`src/design/isl_params.svh`:
```
// Constants for the instruction slotting stage.
// Assumes inclusion by bare name from the block's design files.
`ifndef ISL_PARAMS_SVH
`define ISL_PARAMS_SVH

`define ISL_SLOTS     4
`define ISL_REG_W     5
`define ISL_CNT_W     3
`define ISL_ZERO_REG  5'h1f
`define ISL_SPLIT_CNT 3'h2

`endif

```
`src/design/isl_pkg.sv`:
```
// Types shared by the slotting stage: instruction classes, pipes, states.
// Assumes the decoder supplies one class code per fetch-group slot.
package isl_pkg;

   typedef enum logic [4:0] {
      CLS_LOAD, CLS_MEMWR, CLS_BARRIER, CLS_RMF, CLS_PRMOVE, CLS_ICBR,
      CLS_FCBR, CLS_JUMP, CLS_IARITH, CLS_ILOGIC, CLS_SIGN_EXTEND_CLASS, CLS_SHIFT,
      CLS_CMOVE, CLS_INT_COMPARE_CLASS, CLS_LMULT, CLS_QMULT, CLS_HMULT, CLS_MEDIA,
      CLS_FOP, CLS_FP_DIVIDE_CLASS, CLS_FMULT, CLS_FCOPY, CLS_MISC, CLS_NULLOP
   } isl_class_t;

   typedef enum logic [2:0] {
      PIPE_NONE, PIPE_INT_A, PIPE_INT_B, PIPE_FP_ADD, PIPE_FP_MULT
   } isl_pipe_t;

   typedef enum logic [1:0] {
      ST_IDLE = 2'h0,
      ST_SLOT = 2'h1,
      ST_WAIT = 2'h3
   } isl_state_t;

   typedef struct packed {
      logic fm;
      logic fa;
      logic b;
      logic a;
   } isl_elig_t;

endpackage

```
`src/design/isl_class_if.sv`:
```
// Per-slot classification results passed from the classifier to its users.
// Assumes one producer and any number of consumers on the same clock.
`timescale 1ns/1ps
`include "isl_params.svh"
interface isl_class_if;
   import isl_pkg::*;
   isl_elig_t              elig [`ISL_SLOTS];
   logic [`ISL_SLOTS-1:0]  intI;
   logic [`ISL_SLOTS-1:0]  fpF;
   logic [`ISL_SLOTS-1:0]  aOnly;
   logic [`ISL_SLOTS-1:0]  isLd;
   logic [`ISL_SLOTS-1:0]  isSt;
   logic [`ISL_SLOTS-1:0]  isCbr;
   logic [`ISL_SLOTS-1:0]  isJmp;
   logic [`ISL_SLOTS-1:0]  isNull;

   modport prod (output elig, intI, fpF, aOnly, isLd, isSt, isCbr, isJmp, isNull);
   modport cons (input  elig, intI, fpF, aOnly, isLd, isSt, isCbr, isJmp, isNull);
endinterface // isl_class_if

```
`src/design/isl_classify.sv`:
```
// Maps each slot's class code to the pipes it may use and its special flags.
// Assumes class, register-select and destination are stable in the group store.
`timescale 1ns/1ps
`include "isl_params.svh"
module isl_classify import isl_pkg::*; (
   // Group contents
   input wire isl_class_t            cls    [`ISL_SLOTS],
   input wire logic [`ISL_SLOTS-1:0] iprB,
   input wire logic [`ISL_SLOTS-1:0] unalQ,
   input wire logic [`ISL_REG_W-1:0] dest   [`ISL_SLOTS],
   // Classification
   isl_class_if.prod                 ci
);

   function automatic isl_elig_t elig_of(input isl_class_t c, input logic selB);
      isl_elig_t e;
      e = '0;
      case (c)
         CLS_LOAD, CLS_IARITH, CLS_ILOGIC, CLS_CMOVE, CLS_INT_COMPARE_CLASS: begin
            e.a = 1'b1;
            e.b = 1'b1;
         end
         CLS_MEMWR, CLS_BARRIER, CLS_RMF, CLS_SIGN_EXTEND_CLASS, CLS_SHIFT, CLS_LMULT,
         CLS_QMULT, CLS_HMULT, CLS_MEDIA, CLS_MISC: e.a = 1'b1;
         CLS_PRMOVE: begin
            e.a = ~selB;
            e.b = selB;
         end
         CLS_ICBR, CLS_JUMP: e.b = 1'b1;
         CLS_FOP, CLS_FP_DIVIDE_CLASS, CLS_FCBR: e.fa = 1'b1;
         CLS_FMULT: e.fm = 1'b1;
         CLS_FCOPY: begin
            e.fa = 1'b1;
            e.fm = 1'b1;
         end
         default: e = '0;
      endcase
      return e;
   endfunction

   generate
      for (genvar s = 0; s < `ISL_SLOTS; s++) begin : gSlot
         logic nullOp;
         isl_elig_t e;
         // Unaligned quadword load into the zero register needs no pipe
         assign nullOp = (cls[s] == CLS_NULLOP) ||
                         (cls[s] == CLS_LOAD && unalQ[s] && dest[s] == `ISL_ZERO_REG);
         assign e            = nullOp ? '0 : elig_of(cls[s], iprB[s]);
         assign ci.elig[s]   = e;
         assign ci.isNull[s] = nullOp;
         assign ci.intI[s]   = (e.a | e.b) & ~(e.fa | e.fm);
         assign ci.fpF[s]    = e.fa | e.fm;
         assign ci.aOnly[s]  = e.a & ~e.b;
         assign ci.isLd[s]   = (cls[s] == CLS_LOAD) && !nullOp;
         assign ci.isSt[s]   = (cls[s] == CLS_MEMWR);
         assign ci.isCbr[s]  = (cls[s] == CLS_ICBR) || (cls[s] == CLS_FCBR);
         assign ci.isJmp[s]  = (cls[s] == CLS_JUMP);
      end
   endgenerate

endmodule // isl_classify

```
`src/design/isl_arrange.sv`:
```
// Detects the two integer/float arrangements that cap the first slotted set at two.
// Assumes the valid mask and classification describe the whole fetch group.
`timescale 1ns/1ps
`include "isl_params.svh"
module isl_arrange import isl_pkg::*; (
   // Group shape
   input  wire logic [`ISL_SLOTS-1:0] valid,
   isl_class_if.cons                  ci,
   // Detection
   output logic                       hit
);

   logic ifii;
   logic fii;

   // I,F,I,I over the full group
   assign ifii = (valid == 4'hf) && ci.intI[0] && ci.fpF[1] && ci.intI[2] && ci.intI[3];
   // F,I,I at the start of the group
   assign fii  = (valid[2:0] == 3'h7) && ci.fpF[0] && ci.intI[1] && ci.intI[2];
   assign hit  = ifii || fii;

endmodule // isl_arrange

```
`src/design/isl_slotter.sv`:
```
// Slotting stage: takes an aligned four-instruction fetch group, assigns
// instructions in order to two integer and two floating pipes, and forwards
// each slotted set to the issue check.
// Assumes the buffer holds a group until grpReady, and the issue stage
// reports issued instructions in program order, one pulse per instruction.
//
// How it works
// - Loads use either integer pipe, stores pipe A
// - Barrier, shift, multiply, media, misc: pipe A
// - Register moves pick pipe by register selected
// - Integer branches and jumps go to pipe B only
// - Simple integer classes use either integer pipe
// - Float operate, divide, branch: add pipe
// - Float multiply to mult pipe; copy either
// - Unaligned load to zero register needs none
// - Start with lowest valid instruction in group
// - Dual integer prefers A, B on conflict
// - Dual float prefers add pipe, else multiply
// - Mark pipe taken; stop when none fits
// - Never forward out of program order
// - Forwarded set free of static pipe conflicts
// - Load and store never share a set
// - Drop everything after taken branch or jump
// - No second branch after not-taken branch
// - Detect I,F,I,I and leading F,I,I
// - Such groups cap the first set at two
// - Hold later instructions until stalled one issues
// - Grouping changes timing only, never results
`timescale 1ns/1ps
`include "isl_params.svh"
module isl_slotter import isl_pkg::*; (
   // Clock and reset
   input  wire logic                  core_clk,
   input  wire logic                  rst_n,
   // Fetch group from the instruction buffer
   input  wire logic                  grpValid,
   input  wire logic [`ISL_SLOTS-1:0] slotValid,
   input  wire isl_class_t            slotClass  [`ISL_SLOTS],
   input  wire logic [`ISL_SLOTS-1:0] slotPredTaken,
   input  wire logic [`ISL_SLOTS-1:0] slotIprPipeB,
   input  wire logic [`ISL_SLOTS-1:0] slotUnalignedQ,
   input  wire logic [`ISL_REG_W-1:0] slotDestReg [`ISL_SLOTS],
   output logic                       grpReady,
   // Slotted set toward the issue check
   output logic [`ISL_SLOTS-1:0]      fwdValid,
   output isl_pipe_t                  fwdPipe    [`ISL_SLOTS],
   input  wire logic [`ISL_SLOTS-1:0] issIssued
);

   isl_state_t             state_reg;
   isl_state_t             state_next;
   logic                   grpReady_reg;
   logic [`ISL_SLOTS-1:0]  grpMask_reg;
   isl_class_t             cls_reg    [`ISL_SLOTS];
   logic [`ISL_SLOTS-1:0]  predTaken_reg;
   logic [`ISL_SLOTS-1:0]  iprB_reg;
   logic [`ISL_SLOTS-1:0]  unalQ_reg;
   logic [`ISL_REG_W-1:0]  dest_reg   [`ISL_SLOTS];
   logic [`ISL_SLOTS-1:0]  grpAll_reg;
   logic                   firstPass_reg;
   logic [`ISL_SLOTS-1:0]  fwdMask_reg;
   isl_pipe_t              fwdPipe_reg [`ISL_SLOTS];

   logic [`ISL_SLOTS-1:0]  takeMask;
   logic [`ISL_SLOTS-1:0]  dropMask;
   isl_pipe_t              pipeSel    [`ISL_SLOTS];
   logic [`ISL_SLOTS-1:0]  fwdLeft;
   logic                   arrHit;
   logic                   accept;

   isl_class_if ci ();

   isl_classify uClassify (
      .cls   (cls_reg),
      .iprB  (iprB_reg),
      .unalQ (unalQ_reg),
      .dest  (dest_reg),
      .ci    (ci.prod)
   );

   // Shape is judged on the group as fetched, not on what remains
   isl_arrange uArrange (
      .valid (grpAll_reg),
      .ci    (ci.cons),
      .hit   (arrHit)
   );

   assign accept  = grpValid && grpReady_reg;
   assign fwdLeft = fwdMask_reg & ~issIssued;

   // Is the next integer instruction after slot i restricted to pipe A?
   function automatic logic next_int_a_only(input int                    i,
                                            input logic [`ISL_SLOTS-1:0] mask,
                                            input logic [`ISL_SLOTS-1:0] intI,
                                            input logic [`ISL_SLOTS-1:0] aOnly);
      logic found;
      logic res;
      found = 1'b0;
      res   = 1'b0;
      for (int j = i + 1; j < `ISL_SLOTS; j++) begin
         if (mask[j] && intI[j] && !found) begin
            found = 1'b1;
            res   = aOnly[j];
         end
      end
      return res;
   endfunction

   // Pipe for one instruction, given the pipes already taken in this set
   function automatic isl_pipe_t pick_pipe(input isl_elig_t e,
                                           input logic      takA,
                                           input logic      takB,
                                           input logic      takFa,
                                           input logic      takFm,
                                           input logic      nextA);
      isl_pipe_t p;
      p = PIPE_NONE;
      if (e.a && e.b) begin
         if (!takB && (takA || nextA)) begin
            p = PIPE_INT_B;
         end else if (!takA) begin
            p = PIPE_INT_A;
         end
      end else if (e.a) begin
         if (!takA) p = PIPE_INT_A;
      end else if (e.b) begin
         if (!takB) p = PIPE_INT_B;
      end else if (e.fa && e.fm) begin
         if (!takFa) begin
            p = PIPE_FP_ADD;
         end else if (!takFm) begin
            p = PIPE_FP_MULT;
         end
      end else if (e.fa) begin
         if (!takFa) p = PIPE_FP_ADD;
      end else if (e.fm) begin
         if (!takFm) p = PIPE_FP_MULT;
      end
      return p;
   endfunction

   // In-order pipe assignment over the stored group
   always_comb begin
      logic       takA;
      logic       takB;
      logic       takFa;
      logic       takFm;
      logic       stop;
      logic       cut;
      logic       sawLd;
      logic       sawSt;
      logic       sawBr;
      logic       nextA;
      logic       block;
      logic [`ISL_CNT_W-1:0] cnt;
      isl_pipe_t  pick;
      isl_elig_t  e;
      takA  = 1'b0;
      takB  = 1'b0;
      takFa = 1'b0;
      takFm = 1'b0;
      stop  = 1'b0;
      cut   = 1'b0;
      sawLd = 1'b0;
      sawSt = 1'b0;
      sawBr = 1'b0;
      nextA = 1'b0;
      block = 1'b0;
      cnt   = '0;
      pick  = PIPE_NONE;
      e     = '0;
      takeMask = '0;
      dropMask = '0;
      for (int i = 0; i < `ISL_SLOTS; i++) begin
         pipeSel[i] = PIPE_NONE;
      end
      // Walk from the lowest address upward
      for (int i = 0; i < `ISL_SLOTS; i++) begin
         pick = PIPE_NONE;
         e    = ci.elig[i];
         if (grpMask_reg[i] && cut) begin
            dropMask[i] = 1'b1;
         end else if (grpMask_reg[i] && !stop) begin
            nextA = next_int_a_only(i, grpMask_reg, ci.intI, ci.aOnly);
            block = (firstPass_reg && arrHit && cnt == `ISL_SPLIT_CNT)
                 || (ci.isLd[i] && sawSt) || (ci.isSt[i] && sawLd)
                 || ((ci.isCbr[i] || ci.isJmp[i]) && sawBr);
            if (!block && !ci.isNull[i]) begin
               pick = pick_pipe(e, takA, takB, takFa, takFm, nextA);
            end
            // Later instructions wait behind a refused one
            if (block || (pick == PIPE_NONE && !ci.isNull[i])) begin
               stop = 1'b1;
            end else begin
               takeMask[i] = 1'b1;
               pipeSel[i]  = pick;
               cnt         = cnt + 3'h1;
               takA  = takA  || (pick == PIPE_INT_A);
               takB  = takB  || (pick == PIPE_INT_B);
               takFa = takFa || (pick == PIPE_FP_ADD);
               takFm = takFm || (pick == PIPE_FP_MULT);
               sawLd = sawLd || ci.isLd[i];
               sawSt = sawSt || ci.isSt[i];
               if (ci.isJmp[i] || (ci.isCbr[i] && predTaken_reg[i])) begin
                  cut = 1'b1;
               end else if (ci.isCbr[i]) begin
                  sawBr = 1'b1;
               end
            end
         end
      end
   end

   // Sequencing: a new set is slotted only once the last one fully issued
   always_comb begin
      state_next = state_reg;
      case (state_reg)
         ST_IDLE: begin
            if (accept) state_next = ST_SLOT;
         end
         ST_SLOT: state_next = ST_WAIT;
         ST_WAIT: begin
            if (fwdLeft == '0) begin
               state_next = (grpMask_reg == '0) ? ST_IDLE : ST_SLOT;
            end
         end
         default: state_next = ST_IDLE;
      endcase
   end

   // Ready only when idle: a half-issued group must never be overwritten
   always_ff @(posedge core_clk) begin
      if (!rst_n) begin
         state_reg    <= ST_IDLE;
         grpReady_reg <= 1'b1;
      end else begin
         state_reg    <= state_next;
         grpReady_reg <= (state_next == ST_IDLE);
      end
   end

   // Group store: loaded on accept, shrinks as sets are slotted or dropped
   always_ff @(posedge core_clk) begin
      if (!rst_n) begin
         grpMask_reg   <= '0;
         grpAll_reg    <= '0;
         predTaken_reg <= '0;
         iprB_reg      <= '0;
         unalQ_reg     <= '0;
         firstPass_reg <= 1'b0;
         for (int i = 0; i < `ISL_SLOTS; i++) begin
            cls_reg[i]  <= CLS_NULLOP;
            dest_reg[i] <= '0;
         end
      end else if (state_reg == ST_IDLE && accept) begin
         grpMask_reg   <= slotValid;
         grpAll_reg    <= slotValid;
         predTaken_reg <= slotPredTaken;
         iprB_reg      <= slotIprPipeB;
         unalQ_reg     <= slotUnalignedQ;
         firstPass_reg <= 1'b1;
         for (int i = 0; i < `ISL_SLOTS; i++) begin
            cls_reg[i]  <= slotClass[i];
            dest_reg[i] <= slotDestReg[i];
         end
      end else if (state_reg == ST_SLOT) begin
         grpMask_reg   <= grpMask_reg & ~takeMask & ~dropMask;
         firstPass_reg <= 1'b0;
      end
   end

   // Forwarded set: stands until every member has issued
   always_ff @(posedge core_clk) begin
      if (!rst_n) begin
         fwdMask_reg <= '0;
         for (int i = 0; i < `ISL_SLOTS; i++) begin
            fwdPipe_reg[i] <= PIPE_NONE;
         end
      end else if (state_reg == ST_SLOT) begin
         fwdMask_reg <= takeMask;
         for (int i = 0; i < `ISL_SLOTS; i++) begin
            fwdPipe_reg[i] <= pipeSel[i];
         end
      end else begin
         fwdMask_reg <= fwdLeft;
         // Issued slots show no pipe, so stale choices never linger
         for (int i = 0; i < `ISL_SLOTS; i++) begin
            if (issIssued[i]) fwdPipe_reg[i] <= PIPE_NONE;
         end
      end
   end

   // Only timing depends on grouping; order and content pass unchanged
   assign grpReady = grpReady_reg;
   assign fwdValid = fwdMask_reg;

   generate
      for (genvar s = 0; s < `ISL_SLOTS; s++) begin : gOut
         assign fwdPipe[s] = fwdPipe_reg[s];
      end
   endgenerate

endmodule // isl_slotter

```
`config.mk`:
```
export PLATFORM = sky130hd
export DESIGN_NAME = isl_slotter
export DESIGN_NICKNAME = d
export VERILOG_FILES = /design/src/design/isl_pkg.sv /design/src/design/isl_class_if.sv /design/src/design/isl_classify.sv /design/src/design/isl_arrange.sv /design/src/design/isl_slotter.sv
export VERILOG_INCLUDE_DIRS = /design/src /design/src/design
export SDC_FILE = /design/constraint.sdc
export NUM_CORES = 1
export LEC_CHECK = 0
export BUFFER_PORTS_ARGS = -buffer_cell sky130_fd_sc_hd__buf_4
export CAP_MARGIN = 20
export CELL_PAD_IN_SITES_DETAIL_PLACEMENT = 0
export CELL_PAD_IN_SITES_GLOBAL_PLACEMENT = 1
export CORE_AREA = 2 2 114 143
export DETAILED_ROUTE_END_ITERATION = 8
export DIE_AREA = 0 0 116 145
export PLACE_DENSITY_LB_ADDON = 0.1
export SETUP_SLACK_MARGIN = 0.3
export SYNTH_ARGS = -nofsm -noshare
export SYNTH_HDL_FRONTEND = slang
export SYNTH_SLANG_ARGS = --single-unit
```
`constraint.sdc`:
```
create_clock -name core_clk -period 12.32 [get_ports core_clk]
set_input_delay 1.232 -clock core_clk [delete_from_list [all_inputs] [get_ports core_clk]]
set_output_delay 1.232 -clock core_clk [all_outputs]
set_load 0.1 [all_outputs]
```
Word-level counts from Yosys, hierarchy flattened
Memory sizes are Yosys's and may differ from the RTL's.
Cells that the tools add are included.

cells by class
  add/sub/neg operators = 2
  multiply operators = 0
  div/mod/pow operators = 0
  magnitude comparators = 0
  equal/unequal tests = 115
  shifts and indexed selects = 0
  muxes and demuxes = 243
  bitwise logic cells = 40
  reduce and logical (&&, ||, !) cells = 153

operators by type and width
  operator            count
  $mux 3              67
  $eq 5x5->1 const B  36
  $eq 5x4->1 const B  32
  $mux 1              148
  $eq 5x3->1 const B  16
  $logic_and 1x1->1   67
  $reduce_or 15->1    4
  $logic_or 1x1->1    41
  $eq 5x2->1 const B  8
  $mux 4              7
  $reduce_or 7->1     4
  $eq 3x2->1 const B  9
  $mux 2              12
  $eq 5x1->1 const B  4
  $logic_not 5->1     4
  $logic_not 1->1     16
  $or 1x1->1          16
  $pmux 1 s2          8
  $reduce_or 4->1     4
  $and 4x4->4         3
  $eq 3x3->1 const B  4
  $logic_not 3->1     4
  $not 4->4           3
  $not 1->1           11
  other kinds (11)    25

word-level totals
  flip-flop bits (word level) = 67
  bits in latches = 0
  memory bits (writable) = 12
  bits in read-only memories = 0
  bits of input ports = 63
  memories kept = 1

memory list
  name         words  bits a word  rd ports  clocked after memory_dff  write ports  line               source
  fwdPipe_reg  4      3            4         0                         4            isl_slotter.sv:62  isl_pipe_t fwdPipe_reg [`ISL_SLOTS];

Longest topological paths before layout
Gate-level depths: netlist of the first run.

  depth in word-level cells = 87
  depth in mapped cells = 23
  depth with buffers taken out = 21

Modules after synthesis
Synthesis of the first run repeated with hierarchy kept, for this count alone.

unflattened totals
  cell total of the unflattened synthesis = 683
  area total of the unflattened synthesis = 5171.2 sq um

by module, submodules not included
  module        times used  cells each  area each (sq um)  seq. area each (sq um)
  isl_slotter   1           517         4166.5             1641.6
  isl_classify  1           162         983.4              0.0
  isl_arrange   1           4           21.3               0.0

Worst setup path after synthesis of the first run
Ideal clock, no wire load.

  path type = reg2reg
  start = reg cls_reg[5] in the netlist's numbering
  end = reg fwdMask_reg[3], in the netlist fwdValid[3]
  library setup time = 0.116 ns
  arrival time = 4.607 ns
  required time = 12.204 ns
  slack = 7.596 ns
  stages on the path, launching flop included = 21
  buffers on the path = 0
  cell sequence = dfxtp_1 > or4_4 > nor4_4 > a311oi_1 > o2111ai_2 > o21ai_2 > o31ai_2 > o2111ai_4 > nor2_1 > nor2_1 > ha_1 > nand3_1 > o21ai_0 > inv_1 > ha_1 > a2111o_1 > a211o_1 > o41ai_2 > and3_1 > nand3_1 > a41o_1

on the way
  cells in the longest elaborated chain, start to end = 73

ends and longest elaborated chain
  item                                                                       line                source
  start, declared                                                            isl_slotter.sv:54   isl_class_t cls_reg [`ISL_SLOTS];
  start signal, assigned by index                                            isl_slotter.sv:263  cls_reg[i] <= slotClass[i];
  parallel branches: the longest is 71 deep, another holds $reduce_or 15->1  n/a
  $mux 1 *                                                                   isl_slotter.sv:181  if (grpMask_reg[i] && cut) begin
  $mux 4 *                                                                   isl_slotter.sv:279  end else if (state_reg == ST_SLOT) begin
  end signal, assigned                                                       isl_slotter.sv:280  fwdMask_reg <= takeMask;
  end signal, assigned                                                       isl_slotter.sv:285  fwdMask_reg <= fwdLeft;
  end, declared                                                              isl_slotter.sv:61   logic [`ISL_SLOTS-1:0] fwdMask_reg;

Mark *: on every way between the ends. The select of a mux whose other input is x is not followed.
A chain may end at the register's enable or synchronous reset.

Final worst setup path of the first run
Same ends and word-level chain as after synthesis.

==> flow_metrics.env, run 1 <==
export IMPL_ys_ff_latch=79
export IMPL_start_kind="flip-flop"
export IMPL_avgSynthCellArea_um2=7.44
export IMPL_htreeDepth=3
export IMPL_ys_top_cells_by_count="152 x nand2_1, 73 x dfxtp_1, 45 x a21boi_0, 42 x nor2_1"
export IMPL_synth_top_area_cell="dfxtp_1"
export IMPL_grt_overflow=0
export IMPL_p_per_area_nw_per_um2=196
export IMPL_row_count=51
export IMPL_fin_util_pct=41.2
export IMPL_clockRootBuffer="clkbuf_16"
export IMPL_postRouteAntennaNets=0
export IMPL_cts_tree="built"
export IMPL_core_area_um2=15400
export IMPL_crit_chain="or4_4 -> nor4_4 -> a31o_1 -> o32ai_2 -> o211ai_2 -> a2111o_1 -> o2111ai_4 -> nor2_1 -> nor2_1 -> ha_1 -> nand3_1 -> o21ai_0 -> inv_1 -> ha_1 -> a2111o_1 -> a211o_1 -> o41ai_2 -> and3_1 -> nand3_1 -> a41o_1"
export IMPL_synth_cell_types=88
export IMPL_cp_end_kind="flip-flop"
export IMPL_fp_dieH_um=145
export IMPL_clock_path_buffers=2
export IMPL_die_w_um=116
export IMPL_drive_above_1_share_pct=17.5
export IMPL_crit_buf_inv=1
export IMPL_firstDrtPassIters=5
export IMPL_min_period_over_period_pct=46.5
export IMPL_leakagePower_nw=2.46
export IMPL_gp_congestion=0.910
export IMPL_cts_buffers=9
export IMPL_grtUsageTotal_pct=21.0
export IMPL_place_hpwl_um=13200
export IMPL_synth_area_um2=5310
export IMPL_vias=5363
export IMPL_min_period_ps=5730
export IMPL_hold_viol_final=0
export IMPL_ir_worst_vdd_mv=0.0889
export IMPL_cts_resized_gates=0
export IMPL_hold_path_class="reg -> reg"
export IMPL_area_growth_pct=19.8
export IMPL_ys_seq_area_share_pct=30.9
export IMPL_setup_viol=0
export IMPL_worst_pin_slew_ps=1110
export IMPL_cp_top_family="compound AO/OA/AOI/OAI gates"
export IMPL_layout_nets=828
export IMPL_maxSlewHeadroom_pct=25.4
export IMPL_synthFlopType="dfxtp_1"
export IMPL_drt_iter0_markers=298
export IMPL_drv_cap=0
export IMPL_grt_pass1_vias=5134
export IMPL_drc=0
export IMPL_crit_type="reg -> reg"
export IMPL_finalClockSkew_ps=7.76
export IMPL_wire_per_inst_um=17.7
export IMPL_clock_sinks=79
export IMPL_fmax_mhz=175
export IMPL_crit_path_max_incr_delay_ps=630
export IMPL_hold_slack_ps=462
export IMPL_synthTopCellsByArea="dfxtp_1 28%, nand2_1 11%, a21boi_0 6.4%"
export IMPL_syn_nets=780
export IMPL_clk_pin_slew_ps=60
export IMPL_timing_final_ws_setup_ps=6590
export IMPL_cp_arrival_ps=5970
export IMPL_die_area_um2=16800
export IMPL_status="complete, no violations"
export IMPL_fin_setup_tns_ps=0
export IMPL_cts_setup_buffers=0
export IMPL_rsz0062_at_grt="false"
export IMPL_synth_cells=714
export IMPL_preCtsSetupSlack_ps=6610
export IMPL_crit_fanout=16
export IMPL_clock_latency_ps=350
export IMPL_ios=80
export IMPL_synth_edf_count=6
export IMPL_antenna_cells=0
export IMPL_synth_top_area_share_pct=27.5
export IMPL_start_util_pct=34.4
export IMPL_required_ps=12560
export IMPL_hold_buffers=0
export IMPL_port_buffers=78
export IMPL_async_flop_share_pct=0
export IMPL_drt_total_wl_um=17300
export IMPL_grt_pass1_wl_um=27500
export IMPL_slew_violations=0
export IMPL_antenna_found_initial=0
export IMPL_vias_per_cell=5.48
export IMPL_slowest_stage="or4_4"
export IMPL_yosysMostFrequentCell="nand2_1"
export IMPL_yosys_warnings=0
export IMPL_grt_max_degree=77
[power by group]
part / leakage [nW] / internal [mW] / total (mW) / switching, mW
sequential: 0.667 / 0.305 / 0.384 / 0.0786
clock: 0.163 / 0.192 / 0.306 / 0.114
combinational: 1.64 / 0.194 / 0.560 / 0.366
[through the flow]
step / power, mW / instances / instance area [um^2]
3_5_place_dp: 0.941 / 962 / 6010
5_1_grt: 1.34 / 979 / 6370
3_3_place_gp: 0.931 / 962 / 6010
4_1_cts: 1.25 / 978 / 6350
2_1_floorplan: 0.785 / 714 / 5310
6_report: 1.25 / 979 / 6370
[final cells by class]
class,instances,area [um^2]
Fill cell,1672,9070
Multi-Input combinational cell,569,3410
Sequential cell,79,1640
Timing Repair Buffer,83,636
Tap cell,212,265
Clock buffer,11,254
Clock inverter,5,87.6
Inverter,20,75.1
[final timing paths]
kind	startpoint	endpoint	slack (ps)	cells after the start
worst max register to register	cls_reg[5]	fwdValid[3]	6590	20
worst max-delay path	cls_reg[5]	fwdValid[3]	6590	20
worst min-delay path	dest_reg[12]	dest_reg[12]	460	2
worst min register to register	dest_reg[12]	dest_reg[12]	460	2
[per-layer routing]
layer	routed length, um	global-route usage, %	share of wire, %	vias up
li1	-	-	-	2671
met1	7880	27.9	45	2549
met2	8480	34.6	49	120
met3	569	2.97	3.3	23
met4	410	6.96	2.4	0
met5	0	0	0	-
[worst register-to-register path, stage by stage (launching register included)]
cell,delay [ps]
dfxtp_1,450
or4_4,640
nor4_4,340
a31o_1,430
o32ai_2,210
o211ai_2,210
a2111o_1,290
o2111ai_4,230
nor2_1,200
nor2_1,90
ha_1,300
nand3_1,60
o21ai_0,170
inv_1,100
ha_1,210
a2111o_1,390
a211o_1,380
o41ai_2,340
and3_1,240
nand3_1,110
a41o_1,250
[kinds of logic (layout without fill, tap and decap cells)]
logic type | count (synthesis) | after routing | share of synthesized area, %
xor+xnor | 4 | 4 | 0.659
buf+inv | 66 | 119 | 5.06
simple gates | 352 | 352 | 33.5
mux | 4 | 4 | 0.824
flops | 79 | 79 | 30.9
fa+ha+maj | 4 | 4 | 0.918
compound gates | 205 | 205 | 28.1
[cells in the final DEF, fill, tap and decap left out, types with 10 or more instances in the layout]
master	count
a21boi_0	45
a21oi_1	36
and3_1	11
buf_4	82
clkbuf_16	10
dfxtp_1	73
inv_1	20
nand2_1	152
nand2b_1	11
nand3_1	32
nor2_1	42
nor2b_1	12
nor3_1	18
o211ai_1	10
o21ai_0	32
(Power assumes the default switching activity.)
==> inputs of run 2 (changes only) <==
Clock period 12.32 ns to 4.9 ns, I/O delays scaled along.
==> run 2 against run 1 <==
  * Power rose to 2.8 times the previous value
  * Count of clock-buffer cells in the layout fell by 2
  * Maximum frequency rose by 18%
  * Clock power rose by 130%
  * Clock skew rose by 0.90 ps
  * Critical endpoint unchanged
  * Global-route usage rose by 0.89 points
  * Register-to-register slack got worse by 6600 ps
==> flow_metrics.env, run 2 (synthesized netlist as in run 1, its figures left out) <==
export IMPL_layout_nets=907
export IMPL_maxSlewHeadroom_pct=47.9
export IMPL_start_kind="flip-flop"
export IMPL_use_met3_pct=2.80
export IMPL_gp_congestion=0.946
export IMPL_dp_cells=1027
export IMPL_fp_dieH_um=145
export IMPL_wire_per_inst_um=17.2
export IMPL_top_usage_layer="met2"
export IMPL_met1_usage_pct=28.8
export IMPL_firstDrtPassIters=5
export IMPL_worst_pin_slew_ps=773
export IMPL_slew_violations=0
export IMPL_required_ps=5150
export IMPL_hold_depth=3
export IMPL_core_area_um2=15400
export IMPL_die_area_um2=16800
export IMPL_clockRootBuffer="clkbuf_16"
export IMPL_cp_arrival_ps=5110
export IMPL_setup_viol=0
export IMPL_hold_slack_ps=350
export IMPL_place_hpwl_um=13800
export IMPL_internal_power_mw=1.98
export IMPL_start_util_pct=34.4
export IMPL_layout_commonest_cell="buf_4"
export IMPL_preCtsSetupSlack_ps=-67.9
export IMPL_antenna_cells=0
export IMPL_grt_max_degree=77
export IMPL_clk_pin_slew_ps=70
export IMPL_vias=5603
export IMPL_status="complete, no violations"
export IMPL_met2_usage_pct=34.6
export IMPL_drive_above_1_share_pct=28.6
export IMPL_worst_r2r_cell_count=21
export IMPL_ios=80
export IMPL_die_w_um=116
export IMPL_clock_path_buffers=2
export IMPL_crit_fanout=5
export IMPL_finalClockSkew_ps=8.66
export IMPL_drv_cap=0
export IMPL_p_per_area_nw_per_um2=497
export IMPL_crit_type="reg -> reg"
export IMPL_area_growth_pct=34.4
export IMPL_pwr_share_seq_pct=24.9
export IMPL_grt_pass1_wl_um=28600
export IMPL_hold_viol_final=0
export IMPL_grtUsageTotal_pct=21.9
export IMPL_finalPower_mw=3.55
export IMPL_clkPwrFrac_pct=19.7
export IMPL_row_count=51
export IMPL_leakagePower_nw=2.84
export IMPL_vias_per_cell=5.30
export IMPL_postRouteAntennaNets=0
export IMPL_ir_worst_vdd_mv=0.235
export IMPL_slowest_stage="or4_4"
export IMPL_cp_end_kind="flip-flop"
export IMPL_htreeDepth=3
export IMPL_fmax_mhz=206
export IMPL_cts_tree="built"
export IMPL_hold_buffers=0
export IMPL_layout_common_cells="158 x buf_4, 152 x nand2_1, 70 x dfxtp_1"
export IMPL_port_buffers=78
export IMPL_antenna_found_initial=0
export IMPL_rsz0062_at_grt="true"
export IMPL_crit_path_max_incr_delay_ps=550
export IMPL_p_switching_mw=1.57
export IMPL_combPwrFrac_pct=55.4
export IMPL_grt_overflow=0
export IMPL_p_sw_share_pct=44.2
export IMPL_cts_buffers=9
export IMPL_hold_path_class="in -> reg"
export IMPL_clock_latency_ps=350
export IMPL_drc=0
export IMPL_fin_cells=1058
export IMPL_min_period_ps=4860
export IMPL_drt_total_wl_um=18200
export IMPL_timing_final_ws_setup_ps=38.0
export IMPL_min_period_over_period_pct=99.2
export IMPL_drt_iter0_markers=298
export IMPL_crit_chain="or4_4 -> nor4_4 -> nor2_2 -> buf_4 -> and4_4 -> a221oi_4 -> a2111o_1 -> o2111ai_4 -> nor2_4 -> nor2_4 -> ha_4 -> nand3_2 -> o21ai_2 -> inv_2 -> ha_2 -> a2111o_1 -> a211o_4 -> o41ai_4 -> and3_4 -> nand3_2 -> a41o_1"
export IMPL_grt_pass1_vias=5494
export IMPL_clock_sinks=79
run 2: changes by cell type in the layout (fill, tap and decap cells not counted), moves of 3 or more:
cell and delta:
dfxtp_2 +3, a21oi_1 -3, dfxtp_1 -3, nor2_1 -3, nand3_1 -3, buf_6 +3, buf_4 +76
run 2: final cells by class:
| class | count | area [um^2] |
|---|---|---|
| Inverter | 20 | 75.1 |
| Fill cell | 1608 | 8300 |
| Tap cell | 212 | 265 |
| Timing Repair Buffer | 162 | 1240 |
| Clock buffer | 9 | 225 |
| Clock inverter | 7 | 80.1 |
| Sequential cell | 79 | 1650 |
| Multi-Input combinational cell | 569 | 3610 |
run 2: stage by stage:
stage	utilization [%]	area (um^2)	setup TNS, ps
floorplan	-	5330	0
finish	46.2	7140	0
global placement	42.1	6510	-13.7
detailed placement	42.1	6510	-106
CTS	44.8	6910	0
global route	46.2	7140	-641
run 2: final timing paths:
| kind | end | slack, ps | start |
|---|---|---|---|
| worst max-delay path | fwdValid[3] | 40 | cls_reg[1] |
| worst min-delay path | cls_reg[17] | 350 | slotClass[17] |
| worst max register to register | fwdValid[3] | 40 | cls_reg[1] |
| worst min register to register | dest_reg[8] | 460 | dest_reg[8] |
run 2: per-layer routing:
metal	wire (um)	part of all wire [%]
met1	8000	44
met2	8780	48
met3	688	3.8
met4	768	4.2
met5	0	0
run 2: power groups by stage:
stage / logic [mW] / registers [mW] / clock network, mW
final: 1.97 / 0.885 / 0.698
after global routing: 2.13 / 0.903 / 0.743
after CTS: 1.80 / 0.882 / 0.725
after detailed placement: 1.73 / 0.896 / 0
after global placement: 1.72 / 0.890 / 0
after floorplan: 1.05 / 0.935 / 0
run 2: critical path: cells and delay by family, from the launching register on:
family / cells / cell delay, ps
and+or+nand+nor: 9 / 1800
adders and majority gates: 2 / 440
DFF: 1 / 310
buffers and inverters: 2 / 200
AOI/OAI and AO/OA: 8 / 2010
run 2: what timing repair did:
item                                    CTS  global route
pin swaps                                18            19
gates resized for setup                  10            29
endpoints found under the setup margin   10            10
gates cloned                              0             0
endpoints found under the hold margin     0             0
setup buffers                             8             6
